**src/shared/flc_pkg.sv**
```systemverilog
// constants and carrier types of the fault lamp code flasher and trip counters
// assumes one 40 MHz clock and event pulses one cycle wide from the diagnostics
// Overview of operation
// - results mode flashes confirmed and pending codes together, same numbering
// - four decimal digits per code, each as that many blinks, zero as ten
// - thousands digit blinks are 0.6 s on, 0.6 s off
// - lower digit blinks are 0.3 s on, 0.3 s off
// - lamp stays off 1.0 s between digits of one code
// - lamp stays off 1.8 s between two codes
// - with nothing stored the code 0000 is flashed
// - oxygen monitor: lean lights lamp, rich darkens it, open loop holds it
// - first detection stores pending code and pending snapshot
// - detection in two consecutive trips stores confirmed code, snapshot, lamp on
// - lamp-off counter clears on any fault, counts clean drives, lamp off at 3
// - ordinary confirmed code hidden after 40 clean drives, counter clears on recurrence
// - misfire/injection counter counts similar drives, code hidden at 80
// - similar drive: speed within 375 rpm, load within 10 pct, same side of 70 C
// - misfire/injection pending cleared after one similar drive once confirmed
// - ordinary pending cleared after one clean qualifying drive
// - misfire/injection pending and its snapshot cleared at a passing result
// - pending snapshot cleared when the fault recurs in the second trip
// - hidden confirmed code and snapshot stay stored
// - pending code not shown once the second trip passes
// - ignition off returns the lamp to normal warning mode
package flc_pkg;

    // =========================================================
    // timing
    localparam int unsigned CLK_HZ      = 40_000_000;
    localparam int unsigned TICK_HZ     = 1000;
    localparam int unsigned TICK_CYC    = CLK_HZ / TICK_HZ;
    localparam int unsigned T_LONG_MS   = 600;
    localparam int unsigned T_SHORT_MS  = 300;
    localparam int unsigned T_DGAP_MS   = 1000;
    localparam int unsigned T_CGAP_MS   = 1800;
    localparam logic [10:0] T_LONG_TK   = 11'(T_LONG_MS * TICK_HZ / 1000);
    localparam logic [10:0] T_SHORT_TK  = 11'(T_SHORT_MS * TICK_HZ / 1000);
    localparam logic [10:0] T_DGAP_TK   = 11'(T_DGAP_MS * TICK_HZ / 1000);
    localparam logic [10:0] T_CGAP_TK   = 11'(T_CGAP_MS * TICK_HZ / 1000);

    // =========================================================
    // counts and limits
    localparam int unsigned N_SLOTS     = 4;
    localparam logic [5:0]  CNT_A_LIM   = 6'd40;
    localparam logic [6:0]  CNT_C_LIM   = 7'd80;
    localparam logic [1:0]  CNT_B_LIM   = 2'd3;
    localparam logic [13:0] SPEED_TOL   = 14'd375;
    localparam logic [11:0] LOAD_TOL_INV = 12'd10;
    localparam logic signed [7:0] TEMP_SPLIT = 8'sd70;
    localparam logic [3:0]  BLINKS_ZERO = 4'hA;
    localparam logic [15:0] CODE_NONE   = 16'h0000;

    // =========================================================
    // types
    typedef struct packed {
        logic [13:0]       rpm;
        logic [7:0]        load;
        logic signed [7:0] temp;
    } flc_snap_t;

    typedef struct packed {
        logic        valid;
        logic [1:0]  slot;
        logic [15:0] code;
        logic        misfire;
    } flc_fault_t;

    typedef struct packed {
        logic       valid;
        logic [1:0] slot;
    } flc_pass_t;

    typedef struct packed {
        logic valid;
        logic qual_a;
        logic qual_b;
    } flc_trip_t;

    typedef struct packed {
        logic        pend;
        logic        hide;
        logic        conf;
        logic        show;
        logic        psnap_v;
        logic        det;
        logic        misfire;
        logic [15:0] code;
        flc_snap_t   psnap;
        flc_snap_t   csnap;
        logic [5:0]  cnt_a;
        logic [6:0]  cnt_c;
    } flc_slot_t;

    typedef enum logic [4:0] {
        FL_IDLE = 5'b00001,
        FL_ON   = 5'b00010,
        FL_OFF  = 5'b00100,
        FL_DGAP = 5'b01000,
        FL_CGAP = 5'b10000
    } flc_fl_t;

endpackage

```
**src/logic/flc_top.sv**
```systemverilog
// fault lamp code flasher, oxygen monitor mirror and trip-based code counters
// assumes event inputs are one-cycle pulses synchronous to clk, slot chosen upstream
`timescale 1ns/100ps
module flc_top #(
    parameter int unsigned TICK_CYCLES = flc_pkg::TICK_CYC
) (
    input  wire logic               clk,
    input  wire logic               reset_n,
    input  wire logic               ign_on,
    input  wire logic               eng_running,
    input  wire logic               diag_enter,
    input  wire logic               erase_req,
    input  wire logic               closed_loop,
    input  wire logic               o2_lean,
    input  wire flc_pkg::flc_snap_t op_now,
    input  wire flc_pkg::flc_fault_t fault_in,
    input  wire flc_pkg::flc_pass_t pass_in,
    input  wire flc_pkg::flc_trip_t trip_in,
    output logic                    fault_lamp,
    output logic                    warn_lamp,
    output logic                    diag_active
);
    import flc_pkg::*;

    // =========================================================
    // state
    typedef struct packed {
        flc_slot_t [N_SLOTS-1:0] slots;
        logic [1:0]              cnt_b;
        logic                    warn;
        logic                    diag;
        logic                    lamp;
        logic [1:0]              scan_idx;
        logic                    scan_hit;
        logic [1:0][15:0]        fifo;
        logic                    wp;
        logic                    rp;
        logic [1:0]              fcnt;
        flc_fl_t                 fl;
        logic [15:0]             code;
        logic [1:0]              digit;
        logic [3:0]              blinks;
        logic [10:0]             timer;
        logic [15:0]             pre;
    } flc_state_t;

    flc_state_t s_q;
    flc_state_t s_d;

    function automatic logic flc_similar(flc_snap_t fz, flc_snap_t now);
        logic [13:0] dspd;
        logic [7:0]  dld;
        dspd = (now.rpm >= fz.rpm) ? now.rpm - fz.rpm : fz.rpm - now.rpm;
        dld  = (now.load >= fz.load) ? now.load - fz.load : fz.load - now.load;
        return (dspd <= SPEED_TOL) &&
               ((12'(dld) * LOAD_TOL_INV) <= 12'(12'(fz.load) * 12'd1)) &&
               ((now.temp < TEMP_SPLIT) == (fz.temp < TEMP_SPLIT));
    endfunction

    function automatic logic [3:0] flc_blinks(logic [3:0] nib);
        return (nib == 4'h0) ? BLINKS_ZERO : nib;
    endfunction

    function automatic logic flc_visible(flc_slot_t sl);
        return (sl.conf && sl.show) || (sl.pend && !sl.hide);
    endfunction

    logic        results_mode;
    logic        o2_mode;
    logic        fifo_ready;
    logic        fifo_valid;
    logic        push;
    logic        pop;
    logic [15:0] push_code;
    logic        tick;
    logic        fl_adv;
    logic        any_det;

    always_comb begin
        results_mode = s_q.diag && !eng_running;
        o2_mode      = s_q.diag && eng_running;
        fifo_ready   = (s_q.fcnt != 2'd2);
        fifo_valid   = (s_q.fcnt != 2'd0);
        tick         = (s_q.pre == 16'(TICK_CYCLES - 1));
        fl_adv       = tick && (s_q.timer == 11'h000);
        any_det      = 1'b0;
        push         = 1'b0;
        push_code    = CODE_NONE;
        pop          = 1'b0;
        s_d          = s_q;

        // =====================================================
        // mode
        if (diag_enter) begin
            s_d.diag = 1'b1;
        end
        if (!ign_on) begin
            s_d.diag = 1'b0;
        end

        // =====================================================
        // fault memory and trip counters
        for (int i = 0; i < N_SLOTS; i++) begin
            any_det = any_det | s_q.slots[i].det;
            if (trip_in.valid && !s_q.slots[i].det) begin
                if (!s_q.slots[i].misfire) begin
                    if (trip_in.qual_a && s_q.slots[i].conf && s_q.slots[i].show) begin
                        s_d.slots[i].cnt_a = s_q.slots[i].cnt_a + 6'd1;
                        if (s_q.slots[i].cnt_a + 6'd1 == CNT_A_LIM) begin
                            s_d.slots[i].show = 1'b0;
                        end
                    end
                    if (trip_in.qual_b && s_q.slots[i].pend) begin
                        s_d.slots[i].pend    = 1'b0;
                        s_d.slots[i].psnap_v = 1'b0;
                    end
                end else if (s_q.slots[i].conf && flc_similar(s_q.slots[i].csnap, op_now)) begin
                    s_d.slots[i].cnt_c = s_q.slots[i].cnt_c + 7'd1;
                    s_d.slots[i].pend  = 1'b0;
                    if (s_q.slots[i].cnt_c + 7'd1 == CNT_C_LIM) begin
                        s_d.slots[i].show = 1'b0;
                    end
                end
            end
            if (trip_in.valid) begin
                s_d.slots[i].det  = 1'b0;
                s_d.slots[i].hide = 1'b0;
            end
            if (pass_in.valid && pass_in.slot == 2'(i)) begin
                if (s_q.slots[i].misfire) begin
                    s_d.slots[i].pend    = 1'b0;
                    s_d.slots[i].psnap_v = 1'b0;
                end else if (s_q.slots[i].pend) begin
                    s_d.slots[i].hide = 1'b1;
                end
            end
            // detection follows the trip and pass clears so a fault beats them in the same cycle; a later erase still wins
            if (fault_in.valid && fault_in.slot == 2'(i)) begin
                s_d.slots[i].det     = 1'b1;
                s_d.slots[i].misfire = fault_in.misfire;
                s_d.slots[i].code    = fault_in.code;
                s_d.slots[i].hide    = 1'b0;
                s_d.slots[i].cnt_a   = 6'd0;
                s_d.slots[i].cnt_c   = 7'd0;
                if (s_q.slots[i].pend && !s_q.slots[i].det) begin
                    s_d.slots[i].conf    = 1'b1;
                    s_d.slots[i].show    = 1'b1;
                    s_d.slots[i].csnap   = op_now;
                    s_d.slots[i].psnap_v = 1'b0;
                    s_d.warn             = 1'b1;
                end else if (!s_q.slots[i].pend) begin
                    s_d.slots[i].pend    = 1'b1;
                    s_d.slots[i].psnap   = op_now;
                    s_d.slots[i].psnap_v = 1'b1;
                end
            end
        end

        // lamp-off counter
        if (trip_in.valid && trip_in.qual_b && !any_det && !fault_in.valid && s_q.warn) begin
            s_d.cnt_b = s_q.cnt_b + 2'd1;
            if (s_q.cnt_b + 2'd1 == CNT_B_LIM) begin
                s_d.warn  = 1'b0;
                s_d.cnt_b = 2'd0;
            end
        end
        if (fault_in.valid) begin
            s_d.cnt_b = 2'd0;
        end

        // erase only honoured in results mode; the pedal timing lives upstream
        if (erase_req && results_mode) begin
            s_d.slots = '0;
            s_d.cnt_b = 2'd0;
            s_d.warn  = 1'b0;
        end

        // =====================================================
        // scanner: walks the slots, feeds codes into the two-entry buffer
        if (results_mode && fifo_ready) begin
            if (flc_visible(s_q.slots[s_q.scan_idx])) begin
                push      = 1'b1;
                push_code = s_q.slots[s_q.scan_idx].code;
            end else if (s_q.scan_idx == 2'(N_SLOTS - 1) && !s_q.scan_hit) begin
                push      = 1'b1;
                push_code = CODE_NONE;
            end
            s_d.scan_idx = s_q.scan_idx + 2'd1;
            s_d.scan_hit = (s_q.scan_idx == 2'(N_SLOTS - 1)) ? 1'b0 :
                           (s_q.scan_hit | flc_visible(s_q.slots[s_q.scan_idx]));
        end

        // =====================================================
        // flasher: prescaler restarts on each phase so phases are exact
        s_d.pre = tick ? 16'h0000 : s_q.pre + 16'h0001;
        if (tick && s_q.timer != 11'h000) begin
            s_d.timer = s_q.timer - 11'h001;
        end
        unique case (s_q.fl)
            FL_IDLE: begin
                s_d.pre = 16'h0000;
            end
            FL_ON: begin
                if (fl_adv) begin
                    s_d.fl    = FL_OFF;
                    s_d.timer = ((s_q.digit == 2'd0) ? T_LONG_TK : T_SHORT_TK) - 11'h001;
                    if (s_q.blinks == 4'h1) begin
                        // last blink of a digit: its off time is the gap itself
                        s_d.fl    = (s_q.digit == 2'd3) ? FL_CGAP : FL_DGAP;
                        s_d.timer = ((s_q.digit == 2'd3) ? T_CGAP_TK : T_DGAP_TK) - 11'h001;
                    end
                end
            end
            FL_OFF: begin
                if (fl_adv) begin
                    s_d.fl     = FL_ON;
                    s_d.blinks = s_q.blinks - 4'h1;
                    s_d.timer  = ((s_q.digit == 2'd0) ? T_LONG_TK : T_SHORT_TK) - 11'h001;
                end
            end
            FL_DGAP: begin
                if (fl_adv) begin
                    s_d.fl     = FL_ON;
                    s_d.digit  = s_q.digit + 2'd1;
                    s_d.blinks = flc_blinks(s_q.code[4'(11 - 4 * s_q.digit) -: 4]);
                    s_d.timer  = T_SHORT_TK - 11'h001;
                end
            end
            FL_CGAP: begin
                if (fl_adv) begin
                    s_d.fl = FL_IDLE;
                end
            end
        endcase
        // a code gap ends straight in the next code, else the gap grows a cycle
        if (fifo_valid && results_mode &&
            (s_q.fl == FL_IDLE || (s_q.fl == FL_CGAP && fl_adv))) begin
            pop        = 1'b1;
            s_d.code   = s_q.fifo[s_q.rp];
            s_d.digit  = 2'd0;
            s_d.blinks = flc_blinks(s_q.fifo[s_q.rp][15:12]);
            s_d.timer  = T_LONG_TK - 11'h001;
            s_d.fl     = FL_ON;
        end
        if (!results_mode) begin
            s_d.fl       = FL_IDLE;
            s_d.scan_idx = 2'd0;
            s_d.scan_hit = 1'b0;
        end

        // =====================================================
        // two-entry buffer; a stalled flasher holds the scanner off
        if (push) begin
            s_d.fifo[s_q.wp] = push_code;
            s_d.wp           = ~s_q.wp;
        end
        if (pop) begin
            s_d.rp = ~s_q.rp;
        end
        s_d.fcnt = s_q.fcnt + 2'(push) - 2'(pop);
        if (!results_mode) begin
            // stale codes must not survive a mode change
            s_d.fcnt = 2'd0;
            s_d.wp   = 1'b0;
            s_d.rp   = 1'b0;
        end

        // =====================================================
        // lamp select
        if (results_mode) begin
            s_d.lamp = (s_q.fl == FL_ON);
        end else if (o2_mode) begin
            s_d.lamp = closed_loop ? o2_lean : s_q.lamp;
        end else begin
            s_d.lamp = s_q.warn;
        end
    end

    always_ff @(posedge clk or negedge reset_n) begin
        if (!reset_n) begin
            s_q    <= '0;
            s_q.fl <= FL_IDLE;
        end else begin
            s_q <= s_d;
        end
    end

    assign fault_lamp  = s_q.lamp;
    assign warn_lamp   = s_q.warn;
    assign diag_active = s_q.diag;

endmodule // flc_top

```
**config.mk**
```make
export PLATFORM = sky130hd
export DESIGN_NAME = flc_top
export DESIGN_NICKNAME = d
export VERILOG_FILES = /design/src/shared/flc_pkg.sv /design/src/logic/flc_top.sv
export SDC_FILE = /design/constraint.sdc
export NUM_CORES = 1
export LEC_CHECK = 0
export BUFFER_PORTS_ARGS = -buffer_cell sky130_fd_sc_hd__buf_2
export CAP_MARGIN = 20
export CORE_MARGIN = 2
export CORE_UTILIZATION = 35
export CTS_CLUSTER_SIZE = 14
export DETAILED_ROUTE_END_ITERATION = 16
export PLACE_DENSITY = 0.54
export SYNTH_ARGS = -nofsm -noshare
export SYNTH_HDL_FRONTEND = slang
export SYNTH_SLANG_ARGS = --single-unit
```
**constraint.sdc**
```tcl
create_clock -name clk -period 9.5 [get_ports clk]
set_input_delay 1.9 -clock clk [delete_from_list [all_inputs] [get_ports clk]]
set_output_delay 1.9 -clock clk [all_outputs]
set_load 0.01 [all_outputs]
```
==> impl_metrics.yaml <==
route:
  ant_nets: 0
  drc: 0
  viasPerCell: 5.39
  wl_per_cell_um: 18.4
  drt_iter0_drc: 1482
  wl_um: 75400
  first_pass_iters: 5
  vias: 22100
place:
  place.gp.congestion: 0.878
  post-dp-hpwl_um: 52400
  numPortBuffers: 65
  place_area_mm2: 0.0277
  placed_cells: 4017
clock_network:
  clock-sinks: 354
  clkLatencyLatePin_ns: 0.60
  clk_pin_slew_ns: 0.06
  cts_buffer_depth: 3
  cts_tree: "done"
  htreeDepth: 2
  root_buffer: "clkbuf_16"
  post-cts-setup-buffers: 0
  cts-buffers-inserted: 46
  cts-hold-fix-buffers: 0
  cts.repair.resized: 0
grt:
  antenna_found_initial: 3
  grt_max_degree: 131
  grt_use_total: 0.194
  first_global_vias: 21600
  overflow: 0
  grt_pass1_wl_um: 122000
yosys:
  yosys_warnings: 0
  synth_area_leaders: "dfrtp_1 (33%), ha_1 (12%), nand2_1 (7.6%)"
  async_flop_share: 1.00
  yosys.area.top_type: "dfrtp_1"
  synth_seq_cells: 354
  synth_edf_count: 0
  syn_inst: 3092
  synth.distinct_cells: 100
  avgSynthCellArea_um2: 8.55
  synth_top_area_share: 0.334
  synthesis.nets: 3429
  yosysSeqAreaShare: 0.335
  netlist_area_mm2: 0.0264
  synthFlopType: "dfrtp_1"
floorplan:
  start_util: 0.355
  die_height_um: 279
  coreArea_mm2: 0.0746
  fp.dieW_um: 279
  pin_count: 67
  die_area_mm2: 0.0778
  row_count: 100
critical_path:
  r2r-end: "s_q[293]$_DFFE_PN0P_"
  rr_worst_depth: 27
  rrSetupSlack_ns: 2.82
  cp.required_ns: 9.98
  crit_path_end_kind: "flip-flop"
  critPathLaunchType: "input port"
  crit_arrival_ns: 8.55
  crit_fanout: 13
  r2r_start: "s_q[311]$_DFFE_PN0P_"
  path_class: "input port to flip-flop"
sta:
  worst_slew_pin_slew_ns: 1.04
  fin_crit_sh: 0.849
  maxSlewViolCount: 0
  finalWorstPathRequiredPeriod_ns: 8.07
  rsz0062_at_grt: "no"
  finalSetupTns_ns: 0
  hold_viol: 0
  final-setup-viol-count: 0
  timing.slew.headroom: 0.299
  finClkSkew_ns: 0.0165
  fmax_mhz: 124
power_and_ir_drop:
  p_leak_nw: 13.1
  p_seq_frac: 0.283
  clock_power_share: 0.302
  p_int_mw: 3.91
  p_per_area_mw_per_mm2: 214
  combPwrFrac: 0.415
  p_sw_frac: 0.378
  p_sw_mw: 2.38
  ir_worst_vdd_mv: 0.179
min_path:
  hold_path.class: "flip-flop to flip-flop"
  min_path_cells: 2
  min_from: "s_q[37]$_DFFE_PN0P_"
  min_to: "s_q[37]$_DFFE_PN0P_"
run:
  cap_viol_max_count: 0
final_layout:
  nets: 3433
  drive_gt1_frac: 0.0935
  area_growth_pct: 11.1
  fin_cells: 4104
  final_area_mm2: 0.0294
run_status:
  status: "completed"
==> final cells by class <==
type | count | area (um^2)
fill | 7668 | 45200
multi-input combinational | 2395 | 16300
sequential | 354 | 8860
clock buffer | 55 | 1250
tap | 969 | 1210
inverter | 197 | 739
timing repair buffer | 102 | 626
clock inverter | 31 | 405
antenna | 1 | 2.50
==> metrics by stage <==
| step | power (mW) | util | hold slack, ns | worst slack (ns) |
|---|---|---|---|---|
| 2_1_floorplan | 3.73 | - | 0.445 | 1.64 |
| 3_3_place_gp | 4.38 | 0.371 | 0.460 | 0.795 |
| 3_5_place_dp | 4.40 | 0.371 | 0.468 | 0.798 |
| 4_1_cts | 6.35 | 0.394 | 0.483 | 1.41 |
| 5_1_grt | 6.79 | 0.394 | 0.506 | 0.869 |
| 6_report | 6.28 | 0.394 | 0.476 | 1.43 |
==> per-layer routing <==
| layer | track usage | share of wire | vias up |
|---|---|---|---|
| li1 | - | - | 10900 |
| met1 | 0.271 | 0.48 | 10700 |
| met2 | 0.320 | 0.46 | 393 |
| met3 | 0.0222 | 0.035 | 96 |
| met4 | 0.0492 | 0.023 | 4 |
| met5 | 0 | 0.00028 | - |
==> how the worst max path moves through the flow <==
stage / from / end / slack [ns] / depth (start not counted)
2_1_floorplan: op_now[8] / s_q[481]$_DFF_PN0_ / 1.64 / 27
3_3_place_gp: op_now[9] / s_q[293]$_DFFE_PN0P_ / 0.80 / 27
3_5_place_dp: op_now[9] / s_q[293]$_DFFE_PN0P_ / 0.80 / 27
4_1_cts: op_now[9] / s_q[294]$_DFFE_PN0P_ / 1.41 / 27
5_1_grt: op_now[9] / s_q[481]$_DFF_PN0_ / 0.87 / 26
6_report: op_now[9] / s_q[481]$_DFF_PN0_ / 1.43 / 26
==> registers in the layout, indices dropped and copies added, names as in the netlist <==
name / count
diag_active: 1
fault_lamp: 1
s_q: 351
warn_lamp: 1
==> placed cells by master, fill, tap and decap left out, types with 14 or more instances in the layout <==
cell	Yosys	layout
a211oi_1	28	28
a21o_1	60	60
a21oi_1	356	356
a31oi_1	16	16
and2_1	20	19
and3_1	37	37
buf_2	27	64
buf_4	6	36
clkbuf_16	0	46
dfrtp_1	353	353
fa_1	20	20
ha_1	253	253
inv_1	196	196
mux2_2	39	39
mux2i_1	65	65
mux4_2	20	20
nand2_1	533	533
nand2b_1	16	16
nand3_1	57	57
nand3b_1	14	14
nand4_1	46	46
nor2_1	157	157
nor2b_1	52	52
nor3_1	50	49
nor4_1	20	20
o211ai_1	16	16
o21a_1	15	15
o21ai_0	111	111
o31ai_1	17	17
or3_1	29	29
xnor2_1	62	62
xor2_1	51	51
==> kinds of logic (layout without fill, tap and decap cells) <==
logic type	count (synthesis)	count (layout)	share of synthesized area
and+or+nand+nor	1112	1112	0.200
AOI/OAI and AO/OA	773	773	0.183
DFF	354	354	0.335
buffers and inverters	343	385	0.0511
adders and majority gates	273	273	0.135
muxes	124	124	0.0582
xor gates and xnor gates	113	113	0.0374
other	0	1	0
==> critical path, stage by stage <==
cell       delay, ns
buf_2           0.32
inv_1           0.36
ha_1            0.43
and4_1          0.20
a2111oi_0       0.51
o21bai_1        0.16
a21oi_1         0.16
buf_4           0.21
mux2i_1         0.09
a221o_1         0.33
a221o_1         0.30
a21oi_1         0.18
xnor2_1         0.20
ha_1            0.29
ha_1            0.33
a21oi_1         0.17
xnor2_1         0.09
ha_1            0.29
nand4_1         0.11
o31ai_1         0.35
nand4_1         0.16
a2111o_1        0.48
nor4_2          0.27
buf_4           0.22
nand3_1         0.17
a21o_1          0.24
==> synthesized netlist by cell type, drive strengths merged, types with 57 or more instances <==
master and count:
ha 253, dfrtp 353, clkbuf 106, nand3 57
xnor2 62, a21oi 360, nor2 157, nand2 533
o21ai 114, mux2i 65, a21o 60, inv 197
==> power groups by stage <==
| stage | Combinational [mW] | Clock, mW | Sequential (mW) |
|---|---|---|---|
| after detailed placement | 2.60 | 0 | 1.80 |
| after global placement | 2.58 | 0 | 1.80 |
| final | 2.60 | 1.90 | 1.78 |
| after floorplan | 1.97 | 0 | 1.77 |
| after CTS | 2.61 | 1.96 | 1.78 |
| after global routing | 2.98 | 2.01 | 1.80 |
Power figures use the tool's default switching activity.
